**src/verilog/ssq_consts.vh**
```
`ifndef SSQ_CONSTS_VH
`define SSQ_CONSTS_VH
// Operation
// - after acquisition completes, a convert input rising edge starts conversion
// - open the sample ground switches first, then tie the arrays to ground
// - binary search of 18 bits, MSB first, halving steps down to FS/262144
// - after the search, return to acquisition, present the code, signal busy end
// - conversion timed by an internal clock, never by the serial clock
// - result belongs to the sample taken at its own start edge, no latency
// - 18-bit two's complement codes, midscale 0x00000, one below is 0x3FFFF
// - input above positive full scale saturates at 0x1FFFF
// - input below negative full scale saturates at 0x20000
// - acquisition plus conversion fits 1,330,000 conversions per second
// - a started conversion completes whatever the convert input does

// ----------------------------------------------------------------------------
// resolution and codes
// ----------------------------------------------------------------------------
`define SSQ_RES_BITS      18
`define SSQ_FS_STEPS      262144
`define SSQ_CODE_MID      18'h00000
`define SSQ_CODE_MID_M1   18'h3FFFF
`define SSQ_CODE_POS_FS   18'h1FFFF
`define SSQ_CODE_NEG_FS   18'h20000
`define SSQ_TRIAL_MSB     18'h20000
`define SSQ_TRIAL_NONE    18'h00000

// ----------------------------------------------------------------------------
// timing
// ----------------------------------------------------------------------------
`define SSQ_CLK_NS        4
`define SSQ_THRU_SPS      1330000
`define SSQ_CYCLE_NS      751
`define SSQ_CYCLE_CYC     (`SSQ_CYCLE_NS / `SSQ_CLK_NS)
`define SSQ_ACQ_NS        250
`define SSQ_ACQ_CYC       ((`SSQ_ACQ_NS + `SSQ_CLK_NS - 1) / `SSQ_CLK_NS)
`define SSQ_SWOPEN_NS     8
`define SSQ_SWOPEN_CYC    ((`SSQ_SWOPEN_NS + `SSQ_CLK_NS - 1) / `SSQ_CLK_NS)
`define SSQ_ARRAY_NS      12
`define SSQ_ARRAY_CYC     ((`SSQ_ARRAY_NS + `SSQ_CLK_NS - 1) / `SSQ_CLK_NS)
`define SSQ_STEP_NS       24
`define SSQ_STEP_CYC      ((`SSQ_STEP_NS + `SSQ_CLK_NS - 1) / `SSQ_CLK_NS)
`define SSQ_SYNC_CYC      3
`define SSQ_CONV_MAX_CYC  (`SSQ_SYNC_CYC + `SSQ_SWOPEN_CYC + `SSQ_ARRAY_CYC + 18 * `SSQ_STEP_CYC + 2)
`define SSQ_CONV_MAX_NS   (`SSQ_CONV_MAX_CYC * `SSQ_CLK_NS)

`endif

```
**src/verilog/ssq_phase_timer.v**
```verilog
`timescale 1ns/1ps
`include "ssq_consts.vh"

module ssq_phase_timer (
  input  wire       sys_clk,
  input  wire       reset_n,
  input  wire       load,
  input  wire [7:0] load_count,
  output wire       tick
);

  reg [7:0] count_q;
  reg       tick_q;

  // --------------------------------------------------------------------------
  // internal conversion clock: one-cycle tick when a loaded count runs out
  // --------------------------------------------------------------------------
  always @(posedge sys_clk or negedge reset_n) begin
    if (!reset_n) begin
      count_q <= 8'h00;
      tick_q  <= 1'b0;
    end else if (load) begin
      count_q <= load_count;
      tick_q  <= 1'b0;
    end else begin
      tick_q <= (count_q == 8'h01);
      if (count_q != 8'h00) begin
        count_q <= count_q - 8'h01;
      end
    end
  end

  assign tick = tick_q;

endmodule

```
**src/verilog/ssq_sequencer.v**
```verilog
`timescale 1ns/1ps
`include "ssq_consts.vh"

module ssq_sequencer (
  input  wire        sys_clk,
  input  wire        reset_n,
  input  wire        convert_start_input,
  input  wire        comparator_in,
  input  wire        over_range_in,
  input  wire        under_range_in,
  output wire        positive_sample_ground_switch,
  output wire        negative_sample_ground_switch,
  output wire        array_on_inputs,
  output wire [17:0] dac_pos_code,
  output wire [17:0] dac_neg_code,
  output wire        acquiring,
  output wire        busy,
  output wire        conv_done,
  output wire [17:0] result_code,
  output wire        result_saturated,
  output wire        result_fresh,
  output wire        start_ignored
);

  // --------------------------------------------------------------------------
  // states and cycle counts
  // --------------------------------------------------------------------------
  localparam [2:0] ST_ACQ    = 3'h0;
  localparam [2:0] ST_OPEN   = 3'h1;
  localparam [2:0] ST_ARRAY  = 3'h2;
  localparam [2:0] ST_SEARCH = 3'h3;

  localparam integer ACQ_I    = `SSQ_ACQ_CYC;
  localparam integer SWOPEN_I = `SSQ_SWOPEN_CYC - 1;
  localparam integer ARRAY_I  = `SSQ_ARRAY_CYC - 1;
  localparam integer STEP_I   = `SSQ_STEP_CYC - 1;

  localparam [6:0] ACQ_CYC    = ACQ_I[6:0];
  localparam [7:0] SWOPEN_CYC = SWOPEN_I[7:0];
  localparam [7:0] ARRAY_CYC  = ARRAY_I[7:0];
  localparam [7:0] STEP_CYC   = STEP_I[7:0];

  // --------------------------------------------------------------------------
  // declarations
  // --------------------------------------------------------------------------
  reg        cnv_s1_q;
  reg        cnv_s2_q;
  reg        cnv_s3_q;
  reg        cmp_s1_q;
  reg        cmp_s2_q;
  reg        ovr_s1_q;
  reg        ovr_s2_q;
  reg        und_s1_q;
  reg        und_s2_q;

  reg [2:0]  state_q;
  reg [2:0]  state_d;
  reg [6:0]  acq_cnt_q;
  reg [6:0]  acq_cnt_d;
  reg [17:0] mask_q;
  reg [17:0] mask_d;
  reg [17:0] trial_q;
  reg [17:0] trial_d;
  reg [17:0] result_q;
  reg [17:0] result_d;
  reg        sat_q;
  reg        sat_d;
  reg        fresh_q;
  reg        fresh_d;
  reg        busy_q;
  reg        busy_d;
  reg        done_q;
  reg        done_d;
  reg        ign_q;
  reg        ign_d;
  reg        swc_q;
  reg        swc_d;
  reg        arr_q;
  reg        arr_d;
  reg        ovr_hold_q;
  reg        ovr_hold_d;
  reg        und_hold_q;
  reg        und_hold_d;
  reg        acq_q;
  reg        acq_d;
  reg [17:0] dpos_q;
  reg [17:0] dneg_q;

  reg        tmr_load;
  reg [7:0]  tmr_count;
  reg [17:0] keep_code;
  reg [17:0] final_code;

  wire       start_edge;
  wire       acq_done;
  wire       step_tick;

  // --------------------------------------------------------------------------
  // pin synchronisers
  // --------------------------------------------------------------------------
  always @(posedge sys_clk or negedge reset_n) begin
    if (!reset_n) begin
      cnv_s1_q <= 1'b0;
      cnv_s2_q <= 1'b0;
      cnv_s3_q <= 1'b0;
      cmp_s1_q <= 1'b0;
      cmp_s2_q <= 1'b0;
      ovr_s1_q <= 1'b0;
      ovr_s2_q <= 1'b0;
      und_s1_q <= 1'b0;
      und_s2_q <= 1'b0;
    end else begin
      cnv_s1_q <= convert_start_input;
      cnv_s2_q <= cnv_s1_q;
      cnv_s3_q <= cnv_s2_q;
      cmp_s1_q <= comparator_in;
      cmp_s2_q <= cmp_s1_q;
      ovr_s1_q <= over_range_in;
      ovr_s2_q <= ovr_s1_q;
      und_s1_q <= under_range_in;
      und_s2_q <= und_s1_q;
    end
  end

  assign start_edge = cnv_s2_q & ~cnv_s3_q;
  assign acq_done   = (acq_cnt_q == ACQ_CYC);

  // --------------------------------------------------------------------------
  // internal conversion clock
  // --------------------------------------------------------------------------
  ssq_phase_timer u_timer (
    .sys_clk    (sys_clk),
    .reset_n    (reset_n),
    .load       (tmr_load),
    .load_count (tmr_count),
    .tick       (step_tick)
  );

  // --------------------------------------------------------------------------
  // search arithmetic
  // --------------------------------------------------------------------------
  always @* begin
    if (cmp_s2_q) begin
      keep_code = trial_q;
    end else begin
      keep_code = trial_q & ~mask_q;
    end
    if (ovr_hold_q) begin
      final_code = `SSQ_CODE_POS_FS;
    end else if (und_hold_q) begin
      final_code = `SSQ_CODE_NEG_FS;
    end else begin
      final_code = {~keep_code[17], keep_code[16:0]};
    end
  end

  // --------------------------------------------------------------------------
  // sequencer next state
  // --------------------------------------------------------------------------
  always @* begin
    state_d    = state_q;
    acq_cnt_d  = acq_cnt_q;
    mask_d     = mask_q;
    trial_d    = trial_q;
    result_d   = result_q;
    sat_d      = sat_q;
    fresh_d    = fresh_q;
    busy_d     = busy_q;
    done_d     = 1'b0;
    ign_d      = 1'b0;
    swc_d      = swc_q;
    arr_d      = arr_q;
    ovr_hold_d = ovr_hold_q;
    und_hold_d = und_hold_q;
    acq_d      = acq_q;
    tmr_load   = 1'b0;
    tmr_count  = 8'h00;
    case (state_q)
      ST_ACQ: begin
        if (!acq_done) begin
          acq_cnt_d = acq_cnt_q + 7'h01;
        end
        if (start_edge) begin
          if (acq_done) begin
            state_d    = ST_OPEN;
            swc_d      = 1'b0;
            busy_d     = 1'b1;
            fresh_d    = 1'b0;
            acq_d      = 1'b0;
            ovr_hold_d = ovr_s2_q;
            und_hold_d = und_s2_q;
            tmr_load   = 1'b1;
            tmr_count  = SWOPEN_CYC;
          end else begin
            ign_d = 1'b1;
          end
        end
      end
      ST_OPEN: begin
        ign_d = start_edge;
        if (step_tick) begin
          state_d   = ST_ARRAY;
          arr_d     = 1'b0;
          tmr_load  = 1'b1;
          tmr_count = ARRAY_CYC;
        end
      end
      ST_ARRAY: begin
        ign_d = start_edge;
        if (step_tick) begin
          state_d   = ST_SEARCH;
          mask_d    = `SSQ_TRIAL_MSB;
          trial_d   = `SSQ_TRIAL_MSB;
          tmr_load  = 1'b1;
          tmr_count = STEP_CYC;
        end
      end
      ST_SEARCH: begin
        ign_d = start_edge;
        if (step_tick) begin
          if (mask_q[0]) begin
            state_d   = ST_ACQ;
            swc_d     = 1'b1;
            arr_d     = 1'b1;
            acq_d     = 1'b1;
            acq_cnt_d = 7'h00;
            busy_d    = 1'b0;
            done_d    = 1'b1;
            fresh_d   = 1'b1;
            result_d  = final_code;
            sat_d     = ovr_hold_q | und_hold_q;
            trial_d   = `SSQ_TRIAL_NONE;
            mask_d    = `SSQ_TRIAL_NONE;
          end else begin
            mask_d    = {1'b0, mask_q[17:1]};
            trial_d   = keep_code | {1'b0, mask_q[17:1]};
            tmr_load  = 1'b1;
            tmr_count = STEP_CYC;
          end
        end
      end
      default: begin
        state_d = ST_ACQ;
        swc_d   = 1'b1;
        arr_d   = 1'b1;
        acq_d   = 1'b1;
        busy_d  = 1'b0;
      end
    endcase
  end

  // --------------------------------------------------------------------------
  // state registers
  // --------------------------------------------------------------------------
  always @(posedge sys_clk or negedge reset_n) begin
    if (!reset_n) begin
      state_q    <= ST_ACQ;
      acq_cnt_q  <= 7'h00;
      mask_q     <= `SSQ_TRIAL_NONE;
      trial_q    <= `SSQ_TRIAL_NONE;
      result_q   <= `SSQ_CODE_MID;
      sat_q      <= 1'b0;
      fresh_q    <= 1'b0;
      busy_q     <= 1'b0;
      done_q     <= 1'b0;
      ign_q      <= 1'b0;
      swc_q      <= 1'b1;
      arr_q      <= 1'b1;
      ovr_hold_q <= 1'b0;
      und_hold_q <= 1'b0;
      acq_q      <= 1'b1;
      dpos_q     <= `SSQ_TRIAL_NONE;
      dneg_q     <= `SSQ_CODE_MID_M1;
    end else begin
      state_q    <= state_d;
      acq_cnt_q  <= acq_cnt_d;
      mask_q     <= mask_d;
      trial_q    <= trial_d;
      result_q   <= result_d;
      sat_q      <= sat_d;
      fresh_q    <= fresh_d;
      busy_q     <= busy_d;
      done_q     <= done_d;
      ign_q      <= ign_d;
      swc_q      <= swc_d;
      arr_q      <= arr_d;
      ovr_hold_q <= ovr_hold_d;
      und_hold_q <= und_hold_d;
      acq_q      <= acq_d;
      dpos_q     <= trial_d;
      dneg_q     <= ~trial_d;
    end
  end

  // --------------------------------------------------------------------------
  // outputs
  // --------------------------------------------------------------------------
  assign positive_sample_ground_switch = swc_q;
  assign negative_sample_ground_switch = swc_q;
  assign array_on_inputs               = arr_q;
  assign dac_pos_code                  = dpos_q;
  assign dac_neg_code                  = dneg_q;
  assign acquiring                     = acq_q;
  assign busy                          = busy_q;
  assign conv_done                     = done_q;
  assign result_code                   = result_q;
  assign result_saturated              = sat_q;
  assign result_fresh                  = fresh_q;
  assign start_ignored                 = ign_q;

endmodule

```
**config.mk**
```make
export PLATFORM = sky130hd
export DESIGN_NAME = ssq_sequencer
export DESIGN_NICKNAME = d
export VERILOG_FILES = /design/src/verilog/ssq_phase_timer.v /design/src/verilog/ssq_sequencer.v
export VERILOG_INCLUDE_DIRS = /design/src /design/src/verilog
export SDC_FILE = /design/constraint.sdc
export NUM_CORES = 1
export LEC_CHECK = 0
export BUFFER_PORTS_ARGS = -buffer_cell sky130_fd_sc_hd__buf_2
export CORE_AREA = 3 3 100 102
export DETAILED_ROUTE_END_ITERATION = 10
export DIE_AREA = 0 0 103 105
export PLACE_DENSITY = 0.74
export SYNTH_ARGS = -nofsm -noshare
export SYNTH_HDL_FRONTEND = slang
export SYNTH_HIERARCHICAL = 1
export SYNTH_SLANG_ARGS = --single-unit
```
**constraint.sdc**
```tcl
create_clock -name sys_clk -period 2.2 [get_ports sys_clk]
set_input_delay 0.66 -clock sys_clk [delete_from_list [all_inputs] [get_ports sys_clk]]
set_output_delay 0.66 -clock sys_clk [all_outputs]
set_load 0.01 [all_outputs]
```
Yosys cells after proc, flatten, opt, wreduce, memory -nomap -nowiden
Index checks and enable logic that the tools add are counted.
Storage, ports and cells
  bits in writable memories: 0
  register bits: 109
  logic and storage cells: 123
  output and inout bits: 63
  bits in latches: 0
  bits in read-only memories: 0
  memories: 0
Operators by class
  order comparisons: 0
  divide/modulo/power cells: 0
  reduce and logical (&&, ||, !) cells: 16
  mux-type cells: 57
  shifts and indexed selects: 0
  bitwise gates (word level): 10
  add/subtract/negate cells: 2
  multiply operators: 0
  eq/ne operators: 12
Operators with widths (count)
  2-to-1 mux 18 bit: 8
  case mux 18 bit (2 select lines): 2
  inverter 18 bit: 2
  2-to-1 mux 3 bit: 9
  case mux 3 bit (4 select lines): 2
  2-to-1 mux 1 bit: 22
  2-to-1 mux 7 bit: 3
  AND 18 bit: 1
  bitwise OR 18 x 17 -> 18 bit: 1
  2-to-1 mux 17 bit: 1
  2-to-1 mux 8 bit: 2
  case mux 7 bit (2 select lines): 1
  case mux 1 bit (3 select lines): 4
  AND reduction 5 bit: 2
  AND reduction 3 bit: 3
  equality test 8 x 1 -> 1 bit, second input constant: 1
  inequality test 2 bit, second input constant: 4
  AND reduction 4 bit: 2
  nonzero test 8 bit: 1
  subtractor 8 x 1 -> 8 bit, second input constant: 1
  adder 7 x 1 -> 7 bit, second input constant: 1
  equality test 7 x 6 -> 1 bit, second input constant: 1
  equality test 3 x 2 -> 1 bit, second input constant: 2
  inequality test 2 x 1 -> 1 bit, second input constant: 3
  other kinds (11): 18

Depth between registers and ports, before layout
  depth after elaboration: 8
  depth in mapped cells: 10

By module
Netlist, hierarchy kept.
By module, submodules not included
  ssq_sequencer: area each 4092.7 sq um, sequential area each 2502.4 sq um, cells each 351, times used 1
  ssq_phase_timer: area each 524.3 sq um, sequential area each 225.2 sq um, cells each 54, times used 1

Worst setup path before layout
Ideal clock, no wire load.
  path kind: register to register
  start point: register state_q[0]
  end point: register u_timer.count_q[0]
  arrival: 2.005 ns
  required time: 2.062 ns
  setup time: 0.138 ns
  path slack: 0.057 ns
  path buffers: 2
  cell stages (with the launch flop): 11
  clock period less this slack: 2.143 ns
  cells stage by stage: dfrtp_1 ha_1 nand2_1 nor2_1 buf_2 buf_2 a211o_1 nor3_1 nand3_1 o22ai_1 a31oi_1
On the way
  word-level cells in the longest chain between the ends: 4
  elaborated cells on any way between the ends: 9
  those cells by class: eq/ne: 3; mux: 3; reduce/logical: 3
Ends and longest elaborated chain
  start, declared: RTL line ssq_sequencer.v:56  | reg [2:0] state_q;
  start signal, assigned: RTL line ssq_sequencer.v:275  | state_q <= state_d;
  equality test 3 x 2 -> 1 bit or equality test 3 x 1 -> 1 bit (tied branches): RTL line ssq_sequencer.v:178  | case (state_q)
  OR reduction 2 bit (no source line)
  case mux 1 bit (3 select lines) *: RTL line ssq_sequencer.v:178
  net tmr_load: RTL line ssq_sequencer.v:89  | reg tmr_load;
  2-to-1 mux 8 bit or nonzero test 2 bit (tied branches)
  end signal, assigned: RTL line ssq_phase_timer.v:23  | count_q <= load_count;
  end signal, assigned: RTL line ssq_phase_timer.v:28  | count_q <= count_q - 8'h01;
  end, declared: RTL line ssq_phase_timer.v:12  | reg [7:0] count_q;
The timed path passes the listed nets; every way through them passes the cells marked *.
A chain may end at the register's enable or synchronous reset.

Worst setup path after layout
Ends and elaborated chain as after synthesis.

==> out/metrics.cfg <==
[placement]
gp_congestion = 0.788
placed_cells = 575
io_buffers = 68
dpl.hpwl_um = 6530
dp_worst_setup_slack_ns = 0.0196

[floorplan]
die-height_um = 105
die_w_um = 103
core_area_um2 = 9200
rows = 35
dieArea_um2 = 10800
io_pins = 69
start_util_pct = 50.2

[drt]
viasPerCell = 5.75
vias = 3395
drc_errors = 0
firstDrtPassIters = 5
routed_wl_um = 9560
drtIter0Drc = 199
antenna_left = 0
wl_per_cell_um = 16.2

[timing]
hold_ws_ns = 0.231
hold_viol = 0
slew_viol_final = 0
finalCritPeriodShare_pct = 93.6
finalWorstSetupSlack_ns = 0.140
setup_violations = 0
rsz0062_at_grt = false
slew_headroom_pct = 57.2
finalSetupTns_ns = 0
max_clock_freq_mhz = 485
worst_slew_pin_slew_ns = 0.642
finClkSkew_ns = 0.0105
post-route-min-period_ns = 2.06

[cells_and_area]
drive_gt1_share_pct = 27.8
layout_commonest_cell = dfrtp_1
final_nets = 489
mostFrequentLayoutCells = dfrtp_1 (88), buf_2 (67), nand2_1 (33)
diodes = 0
synthToLayoutAreaGrowth_pct = 15.1
n_fill_cell = 793
final_core_utilization_pct = 57.8
fin_cells = 590

[clock_network]
clk_pin_slew_ns = 0.11
cts_tree = done
cts_root_buffer = clkbuf_8
cts_sinks = 108
clkLatencyLatePin_ns = 0.36
htreeDepth = 3
numCtsBuffers = 9
clockBufferDepth = 2

[power]
max-vdd-ir-drop_mv = 0.329
p_leak_nw = 2.54
p_per_area_nw_per_um2 = 592

[setup_path]
crit_chain = inv_1 > ha_1 > nand4_2 > nor3_4 > a211o_1 > nor3_2 > nand3_2 > o22ai_1 > a31oi_1
end_kind = flop
worst_path_max_delay_cell = dfrtp_1
reg2reg_slack_ns = 0.14
slowest_delay_ns = 0.41
cp-start-kind = flop
path_max_fanout = 7
cp.arrival_ns = 2.27
startpoint = state_q[0]$_DFFE_PN0P_
critical_path_class = reg -> reg
r2r-start = state_q[0]$_DFFE_PN0P_
cp.required_ns = 2.41

[synth]
yosysTopAreaCellShare_pct = 47.7
synthDistinctLibCells = 52
synthesis.area_um2 = 4620
yosysSeqAreaShare_pct = 59.1
synth_area_per_cell_um2 = 11.4
synth-async-reset-ratio_pct = 100
ys_warn_count = 6
ys_ff_latch = 108
synth-edff-count = 0
synth.area.top_cells = dfrtp_1 (48%), dfstp_2 (11%), a22o_1 (6.1%)
syn-instance-count = 405
yosysTopAreaCell = dfrtp_1
synthFlopType = dfrtp_1

[global_routing]
grt_pass1_vias = 3308
grt_max_degree = 67
gr-usage-all-layers_pct = 18.8
antenna_found_initial = 0
grt_overflow = 0
grt_pass1_wl_um = 16100

[hold_path]
hold_path.class = in -> async

[flow_run]
maxCapViolCount = 0

[status]
outcome = complete, no violations

## worst paths after layout
check                                            endpoint  depth (start not counted)
setup / recovery           u_timer/count_q[0]$_DFFE_PN0P_                          9
hold / removal                 asynchronous set/reset pin                          1
setup reg to reg           u_timer/count_q[0]$_DFFE_PN0P_                          9
hold reg to reg                        ovr_s2_q$_DFF_PN0_                          0
max in group asynchronous      dac_neg_code[17]$_DFF_PN1_                          2
min in group sys_clk                   ovr_s2_q$_DFF_PN0_                          0
## routing by layer
metal  global-route usage, %  up-vias  share of wire (%)
met2                    29.2       84                 48
met3                    3.27       19                3.7
met1                    25.6     1685                 46
met5                       0        -                  0
met4                    8.14        0                2.6
li1                        -     1607                  -
## report_power, final
part / internal [mW] / switching (mW)
combinational: 0.0168 / 0.0425
sequential: 1.99 / 0.00719
clock: 0.416 / 0.671
## final cells by class
type | instances | area [µm²] | share of cell area [%]
Multi-Input combinational cell | 268 | 1790 | 33.7
Clock buffer | 9 | 124 | 2.33
Timing Repair Buffer | 79 | 450 | 8.47
Clock inverter | 6 | 48.8 | 0.918
Inverter | 9 | 33.8 | 0.636
Tap cell | 111 | 139 | 2.61
Sequential cell | 108 | 2730 | 51.3
## critical path, delay by kind of cell, from the launching register on
kind,cells,cell delay (ns)
compound gates,3,0.56
fa+ha+maj,1,0.24
buf+inv,1,0.10
flops,1,0.41
simple gates,4,0.62
## per-stage QoR
step	instance area, µm²	total power [mW]
finish	5320	3.15
global route	5320	3.28
CTS	5300	3.19
detailed placement	5130	2.10
global placement	5130	2.10
floorplan	4630	2.04
## synth_stat cells (2+ instances only)
| master | number |
|---|---|
| dfrtp_1 | 88 |
| nand2_1 | 33 |
| a22o_1 | 32 |
| o21ai_0 | 27 |
| nand2b_1 | 21 |
| a21o_1 | 20 |
| a31oi_1 | 20 |
| dfstp_2 | 20 |
| a22oi_1 | 17 |
| clkbuf_1 | 15 |
| nor2_1 | 15 |
| a21oi_1 | 13 |
| ha_1 | 8 |
| buf_2 | 7 |
| inv_1 | 7 |
| nor3_1 | 5 |
| nand3_1 | 4 |
| xor2_1 | 4 |
| nor2b_1 | 3 |
| o22ai_1 | 3 |
| xnor2_1 | 3 |
| a21boi_0 | 2 |
| and3_1 | 2 |
| buf_4 | 2 |
| mux2_2 | 2 |
| nor3_2 | 2 |
| o211ai_1 | 2 |
| o21a_1 | 2 |
| o21ai_1 | 2 |
| or3_1 | 2 |
## repair_timing
action	in CTS	in global routing
endpoints found under the setup margin	0	7
hold endpoints to repair	0	0
buffers inserted	0	0
hold buffers	0	0
resized for setup	0	3
## cell families (layout without fill, tap and decap cells)
family | Yosys count | after routing | share of synthesized area [%]
other | 1 | 5 | 0.0812
AND/OR/NAND/NOR | 97 | 97 | 11.3
buffers and inverters | 33 | 103 | 3.03
adder cells (fa/ha/maj) | 8 | 8 | 2.17
multiplexers | 3 | 3 | 0.705
flip-flops | 108 | 108 | 59.1
XOR/XNOR | 7 | 7 | 1.33
AO/OA/AOI/OAI | 148 | 148 | 22.3
Power figures use the tool's default switching activity.
